### src/rtl/uetc_pkg.sv
// shared constants and carriers for the control endpoint transmit block
package uetc_pkg;
    // register indices on the local register port
    localparam logic [1:0] ADDR_FIFO_DATA  = 2'h0;
    localparam logic [1:0] ADDR_PKT_LENGTH = 2'h1;
    localparam logic [1:0] ADDR_TX_CONTROL = 2'h2;
    localparam logic [1:0] ADDR_TX_FLAGS   = 2'h3;
    // control register bit positions
    localparam int CTL_CLEAR_POS  = 7;
    localparam int CTL_STALL_POS  = 3;
    localparam int CTL_ARM_POS    = 1;
    localparam int CTL_TX_EN_POS  = 0;
    // flags register bit positions
    localparam int FLG_EMPTY_POS   = 3;
    localparam int FLG_FULL_POS    = 2;
    localparam int FLG_UNDERRUN_POS = 1;
    localparam int FLG_OVERRUN_POS = 0;
    // fifo geometry and reset values
    localparam int FIFO_DEPTH = 8;
    localparam int PTR_W      = 3;
    localparam logic [3:0] LEN_RESET  = 4'h0;
    localparam logic [7:0] CTL_RESET  = 8'h00;

    // answer the link logic asks for on a valid in transaction
    typedef enum logic [1:0] {UETC_ANS_NACK, UETC_ANS_STALL, UETC_ANS_DATA} uetc_answer_type;

    // register port request
    typedef struct packed {
        logic       wr;
        logic       rd;
        logic [1:0] addr;
        logic [7:0] wdata;
    } uetc_reg_req_type;

    // link-side events
    typedef struct packed {
        logic in_valid;   // valid in token for the control endpoint
        logic setup_ok;   // setup stage received successfully
        logic byte_take;  // link consumes the presented data byte
        logic host_ack;   // host acknowledged the data packet
        logic func_reset; // function reset from the hub port
    } uetc_link_evt_type;
endpackage : uetc_pkg

### src/rtl/uetc_ep0_tx.sv
// control endpoint transmit fifo, length, control and link answer logic
//
// Overview of operation
// - each register write to the data port appends one byte to the fifo unless the fifo is full or a clear or function reset comes in the same cycle
// - a write to the length register sets the arm bit unless a setup stage, clear or function reset comes in the same cycle
// - the length register holds its value while bytes are sent
// - clear bit resets fifo pointers and flags, then clears itself
// - after clear the empty flag is set and other flags cleared
// - stall bit makes the next valid in transaction answer stall
// - successful setup stage clears the stall bit
// - armed fifo contents go out on the next valid in transaction
// - arm bit clears when the transmit acknowledge status sets, unless a length write comes in the same cycle
// - setup stage or fifo clear also clears the arm bit
// - unarmed valid in transaction is answered with nack
// - stall bit replaces that nack with a stall handshake
// - control bit 0 enables the transmit direction
// - either enable clear keeps the function port disconnected
// - acknowledged data packet sets ack status and transmit interrupt
// - function reset leaves both enables untouched
`timescale 1ns/1ps
module uetc_ep0_tx (
    input  wire logic                        ref_clk,
    input  wire logic                        resetn,
    input  wire uetc_pkg::uetc_reg_req_type  reg_req,
    output logic [7:0]                       reg_rdata,
    input  wire logic                        endpoint_rx_enable,
    input  wire uetc_pkg::uetc_link_evt_type link_evt,
    output uetc_pkg::uetc_answer_type        answer,
    output logic                             answer_valid,
    output logic [7:0]                       tx_byte,
    output logic                             tx_last,
    output logic                             ack_status,
    output logic                             tx_irq,
    output logic                             port_disconnect
);
    logic [7:0]                    fifo_mem [uetc_pkg::FIFO_DEPTH];
    logic [uetc_pkg::PTR_W:0]      wr_ptr_reg;
    logic [uetc_pkg::PTR_W:0]      rd_ptr_reg;
    logic [3:0]                    length_reg;
    logic [3:0]                    sent_reg;
    logic                          clear_reg;
    logic                          stall_reg;
    logic                          arm_reg;
    logic                          tx_en_reg;
    logic                          ack_reg;
    logic                          overrun_reg;
    logic                          underrun_reg;
    logic                          sending_reg;
    logic [uetc_pkg::PTR_W:0]      level;
    logic                          fifo_empty;
    logic                          fifo_full;
    logic                          wr_data;
    logic                          wr_len;
    logic                          wr_ctl;
    logic                          take;
    logic                          function_reset_irq;

    // pointer difference, used for both flags and the level
    function automatic logic [uetc_pkg::PTR_W:0] ptr_diff(
        input logic [uetc_pkg::PTR_W:0] a,
        input logic [uetc_pkg::PTR_W:0] b
    );
        ptr_diff = a - b;
    endfunction : ptr_diff

    assign level      = ptr_diff(wr_ptr_reg, rd_ptr_reg);
    assign fifo_empty = (level == '0);
    assign fifo_full  = (level == (uetc_pkg::PTR_W + 1)'(uetc_pkg::FIFO_DEPTH));
    assign wr_data    = reg_req.wr && (reg_req.addr == uetc_pkg::ADDR_FIFO_DATA);
    assign wr_len     = reg_req.wr && (reg_req.addr == uetc_pkg::ADDR_PKT_LENGTH);
    assign wr_ctl     = reg_req.wr && (reg_req.addr == uetc_pkg::ADDR_TX_CONTROL);
    assign take       = sending_reg && link_evt.byte_take;
    assign function_reset_irq       = link_evt.func_reset;

    // fifo write side; a write into a full fifo is dropped and flags over-run
    // append written byte
    always_ff @(posedge ref_clk) begin
        if (wr_data && !fifo_full) begin
            fifo_mem[wr_ptr_reg[uetc_pkg::PTR_W-1:0]] <= reg_req.wdata;
        end
    end

    // pointers; clear and function reset win over any traffic
    // clear resets pointers
    always_ff @(posedge ref_clk or negedge resetn) begin
        if (!resetn) begin
            wr_ptr_reg <= '0;
            rd_ptr_reg <= '0;
        end else if (clear_reg || function_reset_irq) begin
            wr_ptr_reg <= '0;
            rd_ptr_reg <= '0;
        end else begin
            if (wr_data && !fifo_full) begin
                wr_ptr_reg <= wr_ptr_reg + 1'b1;
            end
            if (take && !fifo_empty) begin
                rd_ptr_reg <= rd_ptr_reg + 1'b1;
            end
        end
    end

    // error flags; the fifo clear wins so a reset always ends with only empty set
    // clear leaves only empty set
    always_ff @(posedge ref_clk or negedge resetn) begin
        if (!resetn) begin
            overrun_reg  <= 1'b0;
            underrun_reg <= 1'b0;
        end else if (clear_reg || function_reset_irq) begin
            overrun_reg  <= 1'b0;
            underrun_reg <= 1'b0;
        end else begin
            if (wr_data && fifo_full) begin
                overrun_reg <= 1'b1;
            end
            if (take && fifo_empty) begin
                underrun_reg <= 1'b1;
            end
        end
    end

    // packet length register, only software writes and function reset change it
    // no count down while sending
    always_ff @(posedge ref_clk or negedge resetn) begin
        if (!resetn) begin
            length_reg <= uetc_pkg::LEN_RESET;
        end else if (function_reset_irq) begin
            length_reg <= uetc_pkg::LEN_RESET;
        end else if (wr_len) begin
            length_reg <= reg_req.wdata[3:0];
        end
    end

    // clear bit holds for one cycle then the device drops it
    // self clearing clear bit
    always_ff @(posedge ref_clk or negedge resetn) begin
        if (!resetn) begin
            clear_reg <= 1'b0;
        end else begin
            clear_reg <= wr_ctl && reg_req.wdata[uetc_pkg::CTL_CLEAR_POS] && !function_reset_irq;
        end
    end

    // stall bit; software write loses to a simultaneous setup stage
    always_ff @(posedge ref_clk or negedge resetn) begin
        if (!resetn) begin
            stall_reg <= 1'b0;
        end else if (link_evt.setup_ok || function_reset_irq) begin
            stall_reg <= 1'b0;
        end else if (wr_ctl) begin
            stall_reg <= reg_req.wdata[uetc_pkg::CTL_STALL_POS];
        end
    end

    // arm bit; set by length write, cleared on ack, setup or fifo clear
    always_ff @(posedge ref_clk or negedge resetn) begin
        if (!resetn) begin
            arm_reg <= 1'b0;
        end else if (link_evt.setup_ok || clear_reg || function_reset_irq) begin
            arm_reg <= 1'b0;
        end else if (wr_len) begin
            arm_reg <= 1'b1;
        end else if (sending_reg && link_evt.host_ack) begin
            arm_reg <= 1'b0;
        end else if (wr_ctl) begin
            arm_reg <= reg_req.wdata[uetc_pkg::CTL_ARM_POS];
        end
    end

    // transmit enable survives a function reset
    // enable kept over function reset
    always_ff @(posedge ref_clk or negedge resetn) begin
        if (!resetn) begin
            tx_en_reg <= 1'b0;
        end else if (wr_ctl) begin
            tx_en_reg <= reg_req.wdata[uetc_pkg::CTL_TX_EN_POS];
        end
    end

    // sending state; data phase lasts from the in token until the host ack
    always_ff @(posedge ref_clk or negedge resetn) begin
        if (!resetn) begin
            sending_reg <= 1'b0;
            sent_reg    <= '0;
        end else if (link_evt.setup_ok || clear_reg || function_reset_irq) begin
            sending_reg <= 1'b0;
            sent_reg    <= '0;
        end else if (link_evt.in_valid && tx_en_reg && !stall_reg && arm_reg && !sending_reg) begin
            sending_reg <= 1'b1;
            sent_reg    <= '0;
        end else if (sending_reg && link_evt.host_ack) begin
            sending_reg <= 1'b0;
        end else if (take) begin
            sent_reg <= sent_reg + 1'b1;
        end
    end

    // ack status; hardware set wins over the clear by setup stage or function reset
    // ack sets status
    always_ff @(posedge ref_clk or negedge resetn) begin
        if (!resetn) begin
            ack_reg <= 1'b0;
        end else if (sending_reg && link_evt.host_ack) begin
            ack_reg <= 1'b1;
        end else if (link_evt.setup_ok || function_reset_irq) begin
            ack_reg <= 1'b0;
        end
    end

    // answer selection, combinational handshake output
    always_comb begin
        answer_valid = link_evt.in_valid && tx_en_reg;
        if (stall_reg) begin
            answer = uetc_pkg::UETC_ANS_STALL;
        end else if (arm_reg) begin
            answer = uetc_pkg::UETC_ANS_DATA;
        end else begin
            answer = uetc_pkg::UETC_ANS_NACK;
        end
    end

    // data byte and last marker from flops
    always_ff @(posedge ref_clk or negedge resetn) begin
        if (!resetn) begin
            tx_byte <= 8'h00;
            tx_last <= 1'b0;
        end else begin
            tx_byte <= fifo_mem[rd_ptr_reg[uetc_pkg::PTR_W-1:0]];
            tx_last <= (sent_reg + 4'h1 >= length_reg) || (length_reg == 4'h0);
        end
    end

    // read back; reserved bits read zero
    always_comb begin
        reg_rdata = 8'h00;
        case (reg_req.addr)
            uetc_pkg::ADDR_PKT_LENGTH: reg_rdata = {4'h0, length_reg};
            uetc_pkg::ADDR_TX_CONTROL: begin
                reg_rdata[uetc_pkg::CTL_CLEAR_POS] = clear_reg;
                reg_rdata[uetc_pkg::CTL_STALL_POS] = stall_reg;
                reg_rdata[uetc_pkg::CTL_ARM_POS]   = arm_reg;
                reg_rdata[uetc_pkg::CTL_TX_EN_POS] = tx_en_reg;
            end
            uetc_pkg::ADDR_TX_FLAGS: begin
                reg_rdata[uetc_pkg::FLG_EMPTY_POS]    = fifo_empty;
                reg_rdata[uetc_pkg::FLG_FULL_POS]     = fifo_full;
                reg_rdata[uetc_pkg::FLG_UNDERRUN_POS] = underrun_reg;
                reg_rdata[uetc_pkg::FLG_OVERRUN_POS]  = overrun_reg;
            end
            default: reg_rdata = 8'h00;
        endcase
    end

    assign ack_status = ack_reg;
    assign tx_irq     = ack_reg || overrun_reg || underrun_reg;
    assign port_disconnect = !(tx_en_reg && endpoint_rx_enable);

    AST_LEN_ARMS: assert property (@(posedge ref_clk) disable iff (!resetn)
        wr_len && !link_evt.setup_ok && !clear_reg && !function_reset_irq |=> arm_reg)
        else $error("length write did not arm");
    AST_CLR_SELF: assert property (@(posedge ref_clk) disable iff (!resetn)
        clear_reg |=> !clear_reg)
        else $error("clear bit not self clearing");
    AST_CLR_EMPTY: assert property (@(posedge ref_clk) disable iff (!resetn)
        clear_reg |=> fifo_empty && !overrun_reg && !underrun_reg)
        else $error("flags wrong after clear");
    AST_SETUP_STALL: assert property (@(posedge ref_clk) disable iff (!resetn)
        link_evt.setup_ok |=> !stall_reg)
        else $error("stall survived setup");
    AST_ACK_DISARM: assert property (@(posedge ref_clk) disable iff (!resetn)
        $rose(ack_reg) |-> !arm_reg || $past(wr_len))
        else $error("arm held after ack");
    AST_LEN_HOLD: assert property (@(posedge ref_clk) disable iff (!resetn)
        !wr_len && !function_reset_irq |=> $stable(length_reg))
        else $error("length changed");
    AST_STALL_ANS: assert property (@(posedge ref_clk) disable iff (!resetn)
        stall_reg |-> answer == uetc_pkg::UETC_ANS_STALL)
        else $error("stall not answered");
    // disconnected while the transmit enable is low
    AST_DISCONNECT: assert property (@(posedge ref_clk) disable iff (!resetn)
        !tx_en_reg |-> port_disconnect)
        else $error("port connected while disabled");
endmodule : uetc_ep0_tx

### config.mk
export PLATFORM = sky130hd
export DESIGN_NAME = uetc_ep0_tx
export DESIGN_NICKNAME = d
export VERILOG_FILES = /design/src/rtl/uetc_pkg.sv /design/src/rtl/uetc_ep0_tx.sv
export SDC_FILE = /design/constraint.sdc
export NUM_CORES = 1
export LEC_CHECK = 0
export BUFFER_PORTS_ARGS = -buffer_cell sky130_fd_sc_hd__buf_2
export CAP_MARGIN = 0
export CORE_ASPECT_RATIO = 1.75
export CORE_UTILIZATION = 54
export DETAILED_ROUTE_END_ITERATION = 8
export GPL_ROUTABILITY_DRIVEN = 0
export HOLD_SLACK_MARGIN = 0.05
export PLACE_DENSITY = 0.76
export SLEW_MARGIN = 20
export SYNTH_ARGS = -nofsm -noshare
export SYNTH_HDL_FRONTEND = slang
export SYNTH_SLANG_ARGS = --single-unit
### constraint.sdc
create_clock -name ref_clk -period 6.4 [get_ports ref_clk]
set_input_delay 0.64 -clock ref_clk [delete_from_list [all_inputs] [get_ports ref_clk]]
set_output_delay 0.64 -clock ref_clk [all_outputs]
set_load 0.02 [all_outputs]
==> key figures, run 1 <==
Run status
  • Status: complete, no violations

Synth
  • Most common cell in the netlist: edfxtp_1
  • Synth Register Bits: 97
  • Post-synthesis sequential area ratio: 0.6501
  • Post-synth EDFFs: 64
  • Area contributors post-synth: edfxtp_1, dfrtp_1, mux4_2
  • Cell taking the most area after synthesis: edfxtp_1
  • Yosys top cell area share: 0.4547
  • Cell area after synthesis: 4227 um2
  • Top FF cell, synth: edfxtp_1
  • Top post-synthesis cells by count: edfxtp_1, nand2_1, dfrtp_1, a21oi_1, mux4_2
  • Syn Area/Cell: 14.04 um2
  • Synth cell types: 43
  • Cells after synthesis: 301
  • Share of flip-flops with an asynchronous set or reset: 0.3402
  • Synth warn: 0

Pwr
  • Leak: 0.001883 uW
  • VDD IR max: 157.3 uV
  • Net switching power: 266.5 uW
  • Internal power: 1075 uW
  • Clock Power Share: 0.448
  • Sw Share: 0.1986
  • PD cells: 277.3 nW/um2
  • Combinational power share: 0.044
  • Sequential power share: 0.508

Clock network
  • Post-CTS Repair Setup Buffers: 0
  • Hold Buf Count CTS: 0
  • CTS Sinks: 97
  • TritonCTS clock tree: built
  • Root Buffer Master: clkbuf_16
  • Worst skew pair latency: 350 ps
  • Htree depth: 3
  • PostCTS Resize Cnt: 0
  • CTS Buf Count: 9
  • Clk pin slew, worst setup/hold paths: 60 ps
  • Clock buffer depth: 2

STA
  • Tcrit/Tclk final: 0.6002
  • Total negative slack: 0 ps
  • Hold slack: 379.5 ps
  • Final worst path period need: 3841 ps
  • Fin. Hold Viols: 0
  • Slew @ Worst Pin: 870.7 ps
  • Unrepaired setup endpoints after global routing: false
  • # setup viols final: 0
  • Max Clk Rate: 260.3 MHz
  • Relative slew slack: 0.4195
  • Slew Limit Fails: 0
  • Min setup slack post-route: 2559 ps
  • Skew final: 7.635 ps

Layout
  • Share of cells above drive strength 1: 0.2507
  • Final layout net count: 368
  • Diodes inserted: 0
  • Non-Filler Instances: 431
  • Final Util: 0.6394
  • Area growth syn-to-layout: 14.48%
  • Max reg flops: 64

Setup path
  • Critical path peak fanout: 11
  • RR Endpoint: fifo_mem[2][5]$_DFFE_PP_
  • CP Capture Type: output port
  • Reg2Reg Depth: 7
  • Startpoint Class: flip-flop
  • Crit path DAT: 3200 ps
  • R2r startpoint: rd_ptr_reg[1]$_DFFE_PN0P_
  • Critical path class: flip-flop to output port
  • Worst Path Required: 5760 ps
  • Setup slack, reg-to-reg: 2960 ps

Floorplanning
  • Starting Density: 0.5585
  • Chip Height: 119.0 um
  • Die Wd: 68.88 um
  • Io pins: 43
  • Core area: 7567 um2
  • Row count: 42
  • DIE AREA: 8199 um2

GRT
  • Initial antenna violation count: 0
  • Vias in the first global route: 2,690
  • Global-route usage over all layers: 0.2498
  • First-pass GRT wire length: 13,770 um
  • Largest net degree at the start of global routing: 34
  • Total grt overflow: 0

Placement
  • Port Buffer Count: 38
  • Dpl ws: 2650 ps
  • Dpl cells: 415
  • Detailed Place HPWL: 5946 um

Detailed routing
  • Via count: 2,557
  • Initial DRT Pass Iterations: 4
  • DRT antenna net count: 0
  • Avg WL per Cell: 20.01 um
  • Remaining DRCs: 0
  • Avg Vias per Cell: 5.933
  • Post-Route WL: 8626 um
  • Iteration-0 DRC Markers: 141

Flow run
  • Max-cap violations: 0

Min path
  • Hold WC Path Type: input pin to async pin
## placed cells by master, fill, tap and decap left out, drive strengths merged, types with 4 or more instances in the layout
| master | synthesis | layout |
|---|---|---|
| a21oi | 20 | 20 |
| a22o | 5 | 5 |
| buf | 12 | 45 |
| clkbuf | 9 | 10 |
| dfrtp | 33 | 33 |
| edfxtp | 64 | 64 |
| ha | 10 | 10 |
| inv | 7 | 7 |
| mux4 | 16 | 16 |
| nand2 | 39 | 39 |
| nand3 | 11 | 11 |
| nor2 | 8 | 8 |
| nor3 | 6 | 6 |
| nor4 | 5 | 5 |
| o21ai | 8 | 8 |
| or4 | 4 | 4 |
## power by group through the flow
stage	registers (uW)	clock network (uW)	logic, uW
2_1_floorplan	694	0	32.8
3_3_place_gp	693	0	58.6
3_5_place_dp	694	0	59.7
4_1_cts	681	611	59.8
5_1_grt	681	636	65.9
6_report	681	602	59.2
## area by class of cell
cell class	count	area [um2]
clock inverters	6	107.6
flip-flops and latches	97	2748
well taps	88	110.1
clock buffers	10	229.0
repair buffers	45	242.7
multi-input cells	178	1375
fillers	588	2729
inverters	7	26.28
## cells by family (layout without fill, tap and decap cells)
logic type	after synthesis	after routing	synth area share
flops	97	97	0.6501
simple gates	96	96	0.1158
compound gates	42	42	0.06305
buf+inv	28	68	0.02990
mux	22	22	0.1004
fa+ha+maj	10	10	0.02960
xor+xnor	5	5	0.01036
other cells	1	3	0.0008872
## worst max path at each step
stage               cells after the start                        to  slack (ps)                 startpoint
CTS                                     8              reg_rdata[2]        2550  rd_ptr_reg[2]$_DFFE_PN0P_
finish                                  8              reg_rdata[2]        2560  rd_ptr_reg[2]$_DFFE_PN0P_
global placement                        7  fifo_mem[2][4]$_DFFE_PP_        2810  rd_ptr_reg[1]$_DFFE_PN0P_
floorplan                              10  fifo_mem[2][0]$_DFFE_PP_        2830  rd_ptr_reg[1]$_DFFE_PN0P_
detailed placement                      7  fifo_mem[2][3]$_DFFE_PP_        2650  rd_ptr_reg[1]$_DFFE_PN0P_
global route                            8              reg_rdata[2]        2360  rd_ptr_reg[2]$_DFFE_PN0P_
## through the flow
step                      power (uW)  cell area (um2)
after floorplan                726.5             4234
after global placement         752.0             4493
after detailed placement       753.4             4493
after CTS                       1352             4830
after global routing            1383             4838
final                           1342             4838
## critical path, stage by stage, from the launching register on
cell	delay, ps
dfrtp_1	600
inv_1	320
ha_1	440
a21oi_1	230
a21oi_1	160
or4_1	630
mux2i_1	170
and2_1	140
buf_2	160
## layer usage
metal  vias up  global-route usage  share of wire
li1       1193                   -              -
met1      1252              0.2636           0.35
met2        88              0.4290           0.55
met3        24             0.06226          0.048
met4         0              0.1403          0.044
met5         -                   0              0
Note: power is estimated with default switching activity, not from simulation.
==> run 2, diff against run 1 <==
Clock period 6.4 ns to 3.9 ns, I/O delays scaled along.
==> key figures, run 2 (same netlist as run 1, synthesis figures left out) <==
Run status
  • Status: complete, no violations (unchanged)

Floorplanning
  • Chip Height: 119.0 um (unchanged)
  • Core area: 7567 um2 (unchanged)
  • Io pins: 43 (unchanged)
  • Row count: 42 (unchanged)
  • Die Wd: 68.88 um (unchanged)
  • DIE AREA: 8199 um2 (unchanged)
  • Starting Density: 0.5585 (unchanged)

GRT
  • Largest net degree at the start of global routing: 34 (unchanged)
  • Total grt overflow: 0 (unchanged)
  • Vias in the first global route: 2,730 (was 2,690)
  • Initial antenna violation count: 0 (unchanged)
  • First-pass GRT wire length: 13,770 um (unchanged)
  • Global-route usage over all layers: 0.2446 (was 0.2498)

Detailed routing
  • Post-Route WL: 8575 um (was 8626 um)
  • WL met3: 273 um (was 418 um)
  • DR top layer: met4 (unchanged)
  • Routed length on met1: 3142 um (was 3052 um)
  • Avg WL per Cell: 19.67 um (was 20.01 um)
  • Via count: 2,630 (was 2,557)
  • Iteration-0 DRC Markers: 170 (was 141)
  • Initial DRT Pass Iterations: 4 (unchanged)
  • DRT antenna net count: 0 (unchanged)
  • Remaining DRCs: 0 (unchanged)
  • Avg Vias per Cell: 6.032 (was 5.933)
  • Met2 routed WL: 4807 um (was 4778 um)

Placement
  • Detailed Place HPWL: 5879 um (was 5946 um)
  • Dpl ws: 644.3 ps (was 2650 ps)
  • Port Buffer Count: 38 (unchanged)

Flow run
  • Max-cap violations: 0 (unchanged)

Layout
  • Area growth syn-to-layout: 15.19% (was 14.48%)
  • Max reg flops: 64 (unchanged)
  • Most common cell after layout, fill and taps aside: edfxtp_1 (unchanged)
  • Share of cells above drive strength 1: 0.2672 (was 0.2507)
  • Register Area: 2748 um2 (unchanged)
  • Final layout net count: 373 (was 368)
  • Diodes inserted: 0 (unchanged)
  • Layout fillers: 575 (was 588)
  • Multi-input gate area: 1375 um2 (unchanged)
  • Most frequent cells in the layout: edfxtp_1, nand2_1, buf_2 (unchanged)

Setup path
  • Startpoint Class: flip-flop (unchanged)
  • Worst Path Required: 3510 ps (was 5760 ps)
  • Critical path class: flip-flop to output port (unchanged)
  • CP Capture Type: output port (unchanged)
  • Critical path peak fanout: 10 (was 11)
  • Crit path DAT: 2880 ps (was 3200 ps)

Clock network
  • CTS Buf Count: 9 (unchanged)
  • Post-CTS Repair Setup Buffers: 0 (unchanged)
  • Clk pin slew, worst setup/hold paths: 60 ps (about the same)
  • Root Buffer Master: clkbuf_16 (unchanged)
  • CTS Sinks: 97 (unchanged)
  • Htree depth: 3 (unchanged)
  • TritonCTS clock tree: built (unchanged)
  • Hold Buf Count CTS: 0 (unchanged)
  • Clock buffer depth: 2 (unchanged)
  • Worst skew pair latency: 340 ps (was 350 ps)
  • PostCTS Resize Cnt: 0 (unchanged)

STA
  • # setup viols final: 0 (unchanged)
  • Relative slew slack: 0.4706 (was 0.4195)
  • Unrepaired setup endpoints after global routing: false (unchanged)
  • Slew @ Worst Pin: 794.1 ps (was 870.7 ps)
  • Slew Limit Fails: 0 (unchanged)
  • Fin. Hold Viols: 0 (unchanged)
  • Max Clk Rate: 306.2 MHz
  • Final worst path period need: 3266 ps
  • Tcrit/Tclk final: 0.8374
  • Total negative slack: 0 ps (unchanged)
  • Min setup slack post-route: 634.0 ps (was 2559 ps)
  • Skew final: 9.465 ps (was 7.635 ps)

Min path
  • Hold WC Path Type: input pin to async pin (unchanged)

Pwr
  • Leak: 0.001909 uW (was 0.001883 uW)
  • VDD IR max: 254.7 uV (was 157.3 uV)
  • PD cells: 444.2 nW/um2 (was 277.3 nW/um2)
## run 2: cell count changes in the layout (fill, tap and decap cells not counted), sizes merged
cell    before  now
bufinv       3    2
clkinv       3    2
buf         45   50
clkbuf      10   11
inv          7    8
## run 2: power breakdown
group	internal [uW]	switching, uW
registers	1110	8.33
clock network	594	353
logic	32.0	65.9
## run 2: routing by layer
layer  up-vias  track usage
met3        25      0.04693
met4         0       0.1467
li1       1214            -
met2        73       0.4163
met5         -            0
met1      1318       0.2670
## run 2: worst max-delay path, cell delays in order, from the launching register on
cell	delay (ps)
dfrtp_1	600
inv_1	130
ha_1	370
a21oi_1	190
a21oi_1	140
or4_1	510
buf_4	180
mux2i_1	120
and2_1	130
buf_2	150
## run 2: layout make-up
cell class / instances / share of cell area
clock buffer: 11 / 0.05191
clock inverter: 5 / 0.01568
inverter: 7 / 0.005397
multi-input combinational: 178 / 0.2824
sequential: 97 / 0.5644
tap: 88 / 0.02262
timing repair buffer: 50 / 0.05757
## run 2: final timing paths
check / from / end / slack, ps / depth (start not counted)
worst max register to register: rd_ptr_reg[2]$_DFFE_PN0P_ / fifo_mem[2][5]$_DFFE_PP_ / 960 / 7
worst min register to register: sent_reg[2]$_DFFE_PN0P_ / sent_reg[2]$_DFFE_PN0P_ / 540 / 1
min in group ref_clk: link_evt[3] / stall_reg$_DFFE_PN0P_ / 320 / 2
worst max-delay path: rd_ptr_reg[2]$_DFFE_PN0P_ / reg_rdata[2] / 630 / 9
max in group asynchronous: resetn / stall_reg$_DFFE_PN0P_ / 3260 / 1
worst min-delay path: resetn / tx_byte[7]$_DFF_PN0_ / 130 / 1
## run 2: through the flow
step / cell area [um2] / util / hold WS, ps / power, uW / std cells
after floorplan: 4234 / - / 94.41 / 1192 / 303
after global placement: 4531 / 0.5987 / 503.4 / 1234 / 420
after detailed placement: 4531 / 0.5987 / 512.1 / 1236 / 420
after CTS: 4860 / 0.6422 / 154.4 / 2180 / 436
after global routing: 4868 / 0.6434 / 205.4 / 2222 / 436
final: 4868 / 0.6434 / 133.7 / 2162 / 436
==> run 3, diff against run 2 <==
Settings changed: CORE_UTILIZATION 54 to 53, PLACE_DENSITY 0.76 to 0.78.
Clock period 3.9 ns to 2.7 ns, I/O delays scaled along.
==> key figures, run 3 (same netlist as run 1, synthesis figures left out) <==
Run status
  • Status: complete, no violations (unchanged)

Clock network
  • CTS Buf Count: 9 (unchanged)
  • CTS Sinks: 97 (unchanged)
  • Clock buffer depth: 2 (unchanged)
  • Worst skew pair latency: 340 ps (about the same)
  • Root Buffer Master: clkbuf_16 (unchanged)
  • Clk pin slew, worst setup/hold paths: 70 ps (was 60 ps)
  • Htree depth: 3 (unchanged)
  • TritonCTS clock tree: built (unchanged)

Setup path
  • RR Endpoint: fifo_mem[2][2]$_DFFE_PP_ (was fifo_mem[2][5]$_DFFE_PP_)
  • Critical Path, Cell by Cell: ha_1 > nand3b_1 > and3_4 > or4_4 > mux2i_1 > and2_1 > buf_2 (was inv_1 > ha_1 > a21oi_1 > a21oi_1 > or4_1 > buf_4 > mux2i_1 > and2_1 > buf_2)
  • Critical path class: flip-flop to output port (unchanged)
  • Critical path peak fanout: 4 (was 10)
  • CP delay by family, top: simple AND/OR/NAND/NOR gates (unchanged)
  • CP max stage delay: 510 ps (was 600 ps)
  • Crit path depth: 7 (was 9)
  • Worst Path Required: 2430 ps (was 3510 ps)
  • CP Capture Type: output port (unchanged)
  • Crit path max-delay cell type: or4_4 (was dfrtp_1)
  • Setup crit end: reg_rdata[2] (unchanged)
  • R2r startpoint: wr_ptr_reg[1]$_DFFE_PN0P_ (was rd_ptr_reg[2]$_DFFE_PN0P_)
  • Reg2Reg Depth: 7 (unchanged)
  • Startpoint Class: flip-flop (unchanged)
  • Crit path from: wr_ptr_reg[1]$_DFFE_PN0P_ (was rd_ptr_reg[2]$_DFFE_PN0P_)
  • CP bufs+invs: 1 (was 3)
  • Crit path DAT: 2320 ps (was 2880 ps)
  • Setup slack, reg-to-reg: 250 ps (was 960 ps)

Pwr
  • Leak: 0.001902 uW (was 0.001909 uW)
  • VDD IR max: 358.1 uV (was 254.7 uV)
  • PD cells: 609.3 nW/um2 (was 444.2 nW/um2)
  • Total power: 3028 uW (was 2162 uW)

STA
  • Slew @ Worst Pin: 800.2 ps (was 794.1 ps)
  • Hold slack: 206.5 ps (was 133.7 ps)
  • Final worst path period need: 2588 ps
  • Slew Limit Fails: 0 (unchanged)
  • Min setup slack post-route: 112.2 ps (was 634.0 ps)
  • Relative slew slack: 0.4665 (was 0.4706)
  • Unrepaired setup endpoints after global routing: false (unchanged)
  • Tcrit/Tclk final: 0.9585
  • Fin. Hold Viols: 0 (unchanged)
  • Skew final: 8.687 ps (was 9.465 ps)
  • Max Clk Rate: 386.4 MHz
  • # setup viols final: 0 (unchanged)
  • Total negative slack: 0 ps (unchanged)

Layout
  • Most common cell after layout, fill and taps aside: edfxtp_1 (unchanged)
  • Share of cells above drive strength 1: 0.3000 (was 0.2672)
  • Diodes inserted: 0 (unchanged)
  • Max reg flops: 64 (unchanged)
  • Final layout net count: 375 (was 373)
  • Area growth syn-to-layout: 17.58% (was 15.19%)
  • Most frequent cells in the layout: edfxtp_1, nand2_1, buf_2 (unchanged)

Placement
  • Dpl ws: 38.59 ps (was 644.3 ps)
  • Detailed Place HPWL: 6128 um (was 5879 um)
  • Port Buffer Count: 38 (unchanged)

Detailed routing
  • DRT antenna net count: 0 (unchanged)
  • Post-Route WL: 8657 um (was 8575 um)
  • Avg WL per Cell: 19.76 um (was 19.67 um)
  • Remaining DRCs: 0 (unchanged)
  • Iteration-0 DRC Markers: 142 (was 170)
  • Via count: 2,605 (was 2,630)
  • Initial DRT Pass Iterations: 4 (unchanged)
  • Avg Vias per Cell: 5.947 (was 6.032)

Floorplanning
  • Core area: 7620 um2 (was 7567 um2)
  • Io pins: 43 (unchanged)
  • Die Wd: 69.51 um (was 68.88 um)
  • Starting Density: 0.5547 (was 0.5585)
  • DIE AREA: 8350 um2 (was 8199 um2)
  • Chip Height: 120.1 um (was 119.0 um)
  • Row count: 42 (unchanged)

GRT
  • Initial antenna violation count: 0 (unchanged)
  • First-pass GRT wire length: 14,060 um (was 13,770 um)
  • Largest net degree at the start of global routing: 34 (unchanged)
  • Global-route usage over all layers: 0.2299 (was 0.2446)
  • Vias in the first global route: 2,756 (was 2,730)
  • Total grt overflow: 0 (unchanged)

Min path
  • Hold WC Path Type: input pin to flip-flop (was input pin to async pin)

Flow run
  • Max-cap violations: 0 (unchanged)
## run 3: worst min-delay path by stage
| stage | from | end | cells after the start |
|---|---|---|---|
| 6_report | reg_req[4] | fifo_mem[1][4]$_DFFE_PP_ | 1 |
| 4_1_cts | link_evt[3] | stall_reg$_DFFE_PN0P_ | 2 |
| 3_5_place_dp | resetn | tx_byte[2]$_DFF_PN0_ | 1 |
| 2_1_floorplan | resetn | ack_status$_DFFE_PN0P_ | 0 |
| 3_3_place_gp | resetn | tx_byte[2]$_DFF_PN0_ | 1 |
| 5_1_grt | reg_req[5] | fifo_mem[3][5]$_DFFE_PP_ | 1 |
## run 3: repair_timing
item,4_1_cts,5_1_grt
hold buffers,1,0
hold endpoints to repair,1,0
setup buffers,0,1
endpoints found under the setup margin,1,1
pin swaps,0,1
resized for setup,1,3
## run 3: final cells by class
cell class / count / area [um2]
fillers: 541 / 2650
inverters: 7 / 26.28
clock buffers: 10 / 229.0
clock inverters: 6 / 66.31
flip-flops and latches: 97 / 2748
well taps: 88 / 110.1
multi-input cells: 178 / 1480
repair buffers: 52 / 310.3
## run 3: routing by layer
layer,GRT usage,up-vias,share of wire
li1,-,1211,-
met1,0.2407,1316,0.36
met2,0.4460,62,0.58
met3,0.03694,16,0.031
met4,0.09056,0,0.023
met5,0,-,0
## run 3: report_power, final
| group | internal, uW | switching (uW) |
|---|---|---|
| Clock | 719 | 544 |
| Sequential | 1600 | 9.25 |
| Combinational | 50.3 | 103 |
## run 3: worst reg2reg max path, stage by stage, from the launching register on
cell	delay (ps)
dfrtp_1	390
ha_1	340
nand3b_1	120
a21oi_1	200
or4_4	180
buf_12	110
nand2_2	130
nor4b_4	600
## run 3: stage by stage
| stage | instances | area [um2] | utilization |
|---|---|---|---|
| 2_1_floorplan | 303 | 4344 | - |
| 4_1_cts | 437 | 4933 | 0.6475 |
| 6_report | 438 | 4970 | 0.6522 |
| 5_1_grt | 438 | 4970 | 0.6522 |
| 3_3_place_gp | 420 | 4624 | 0.6069 |
| 3_5_place_dp | 420 | 4624 | 0.6069 |
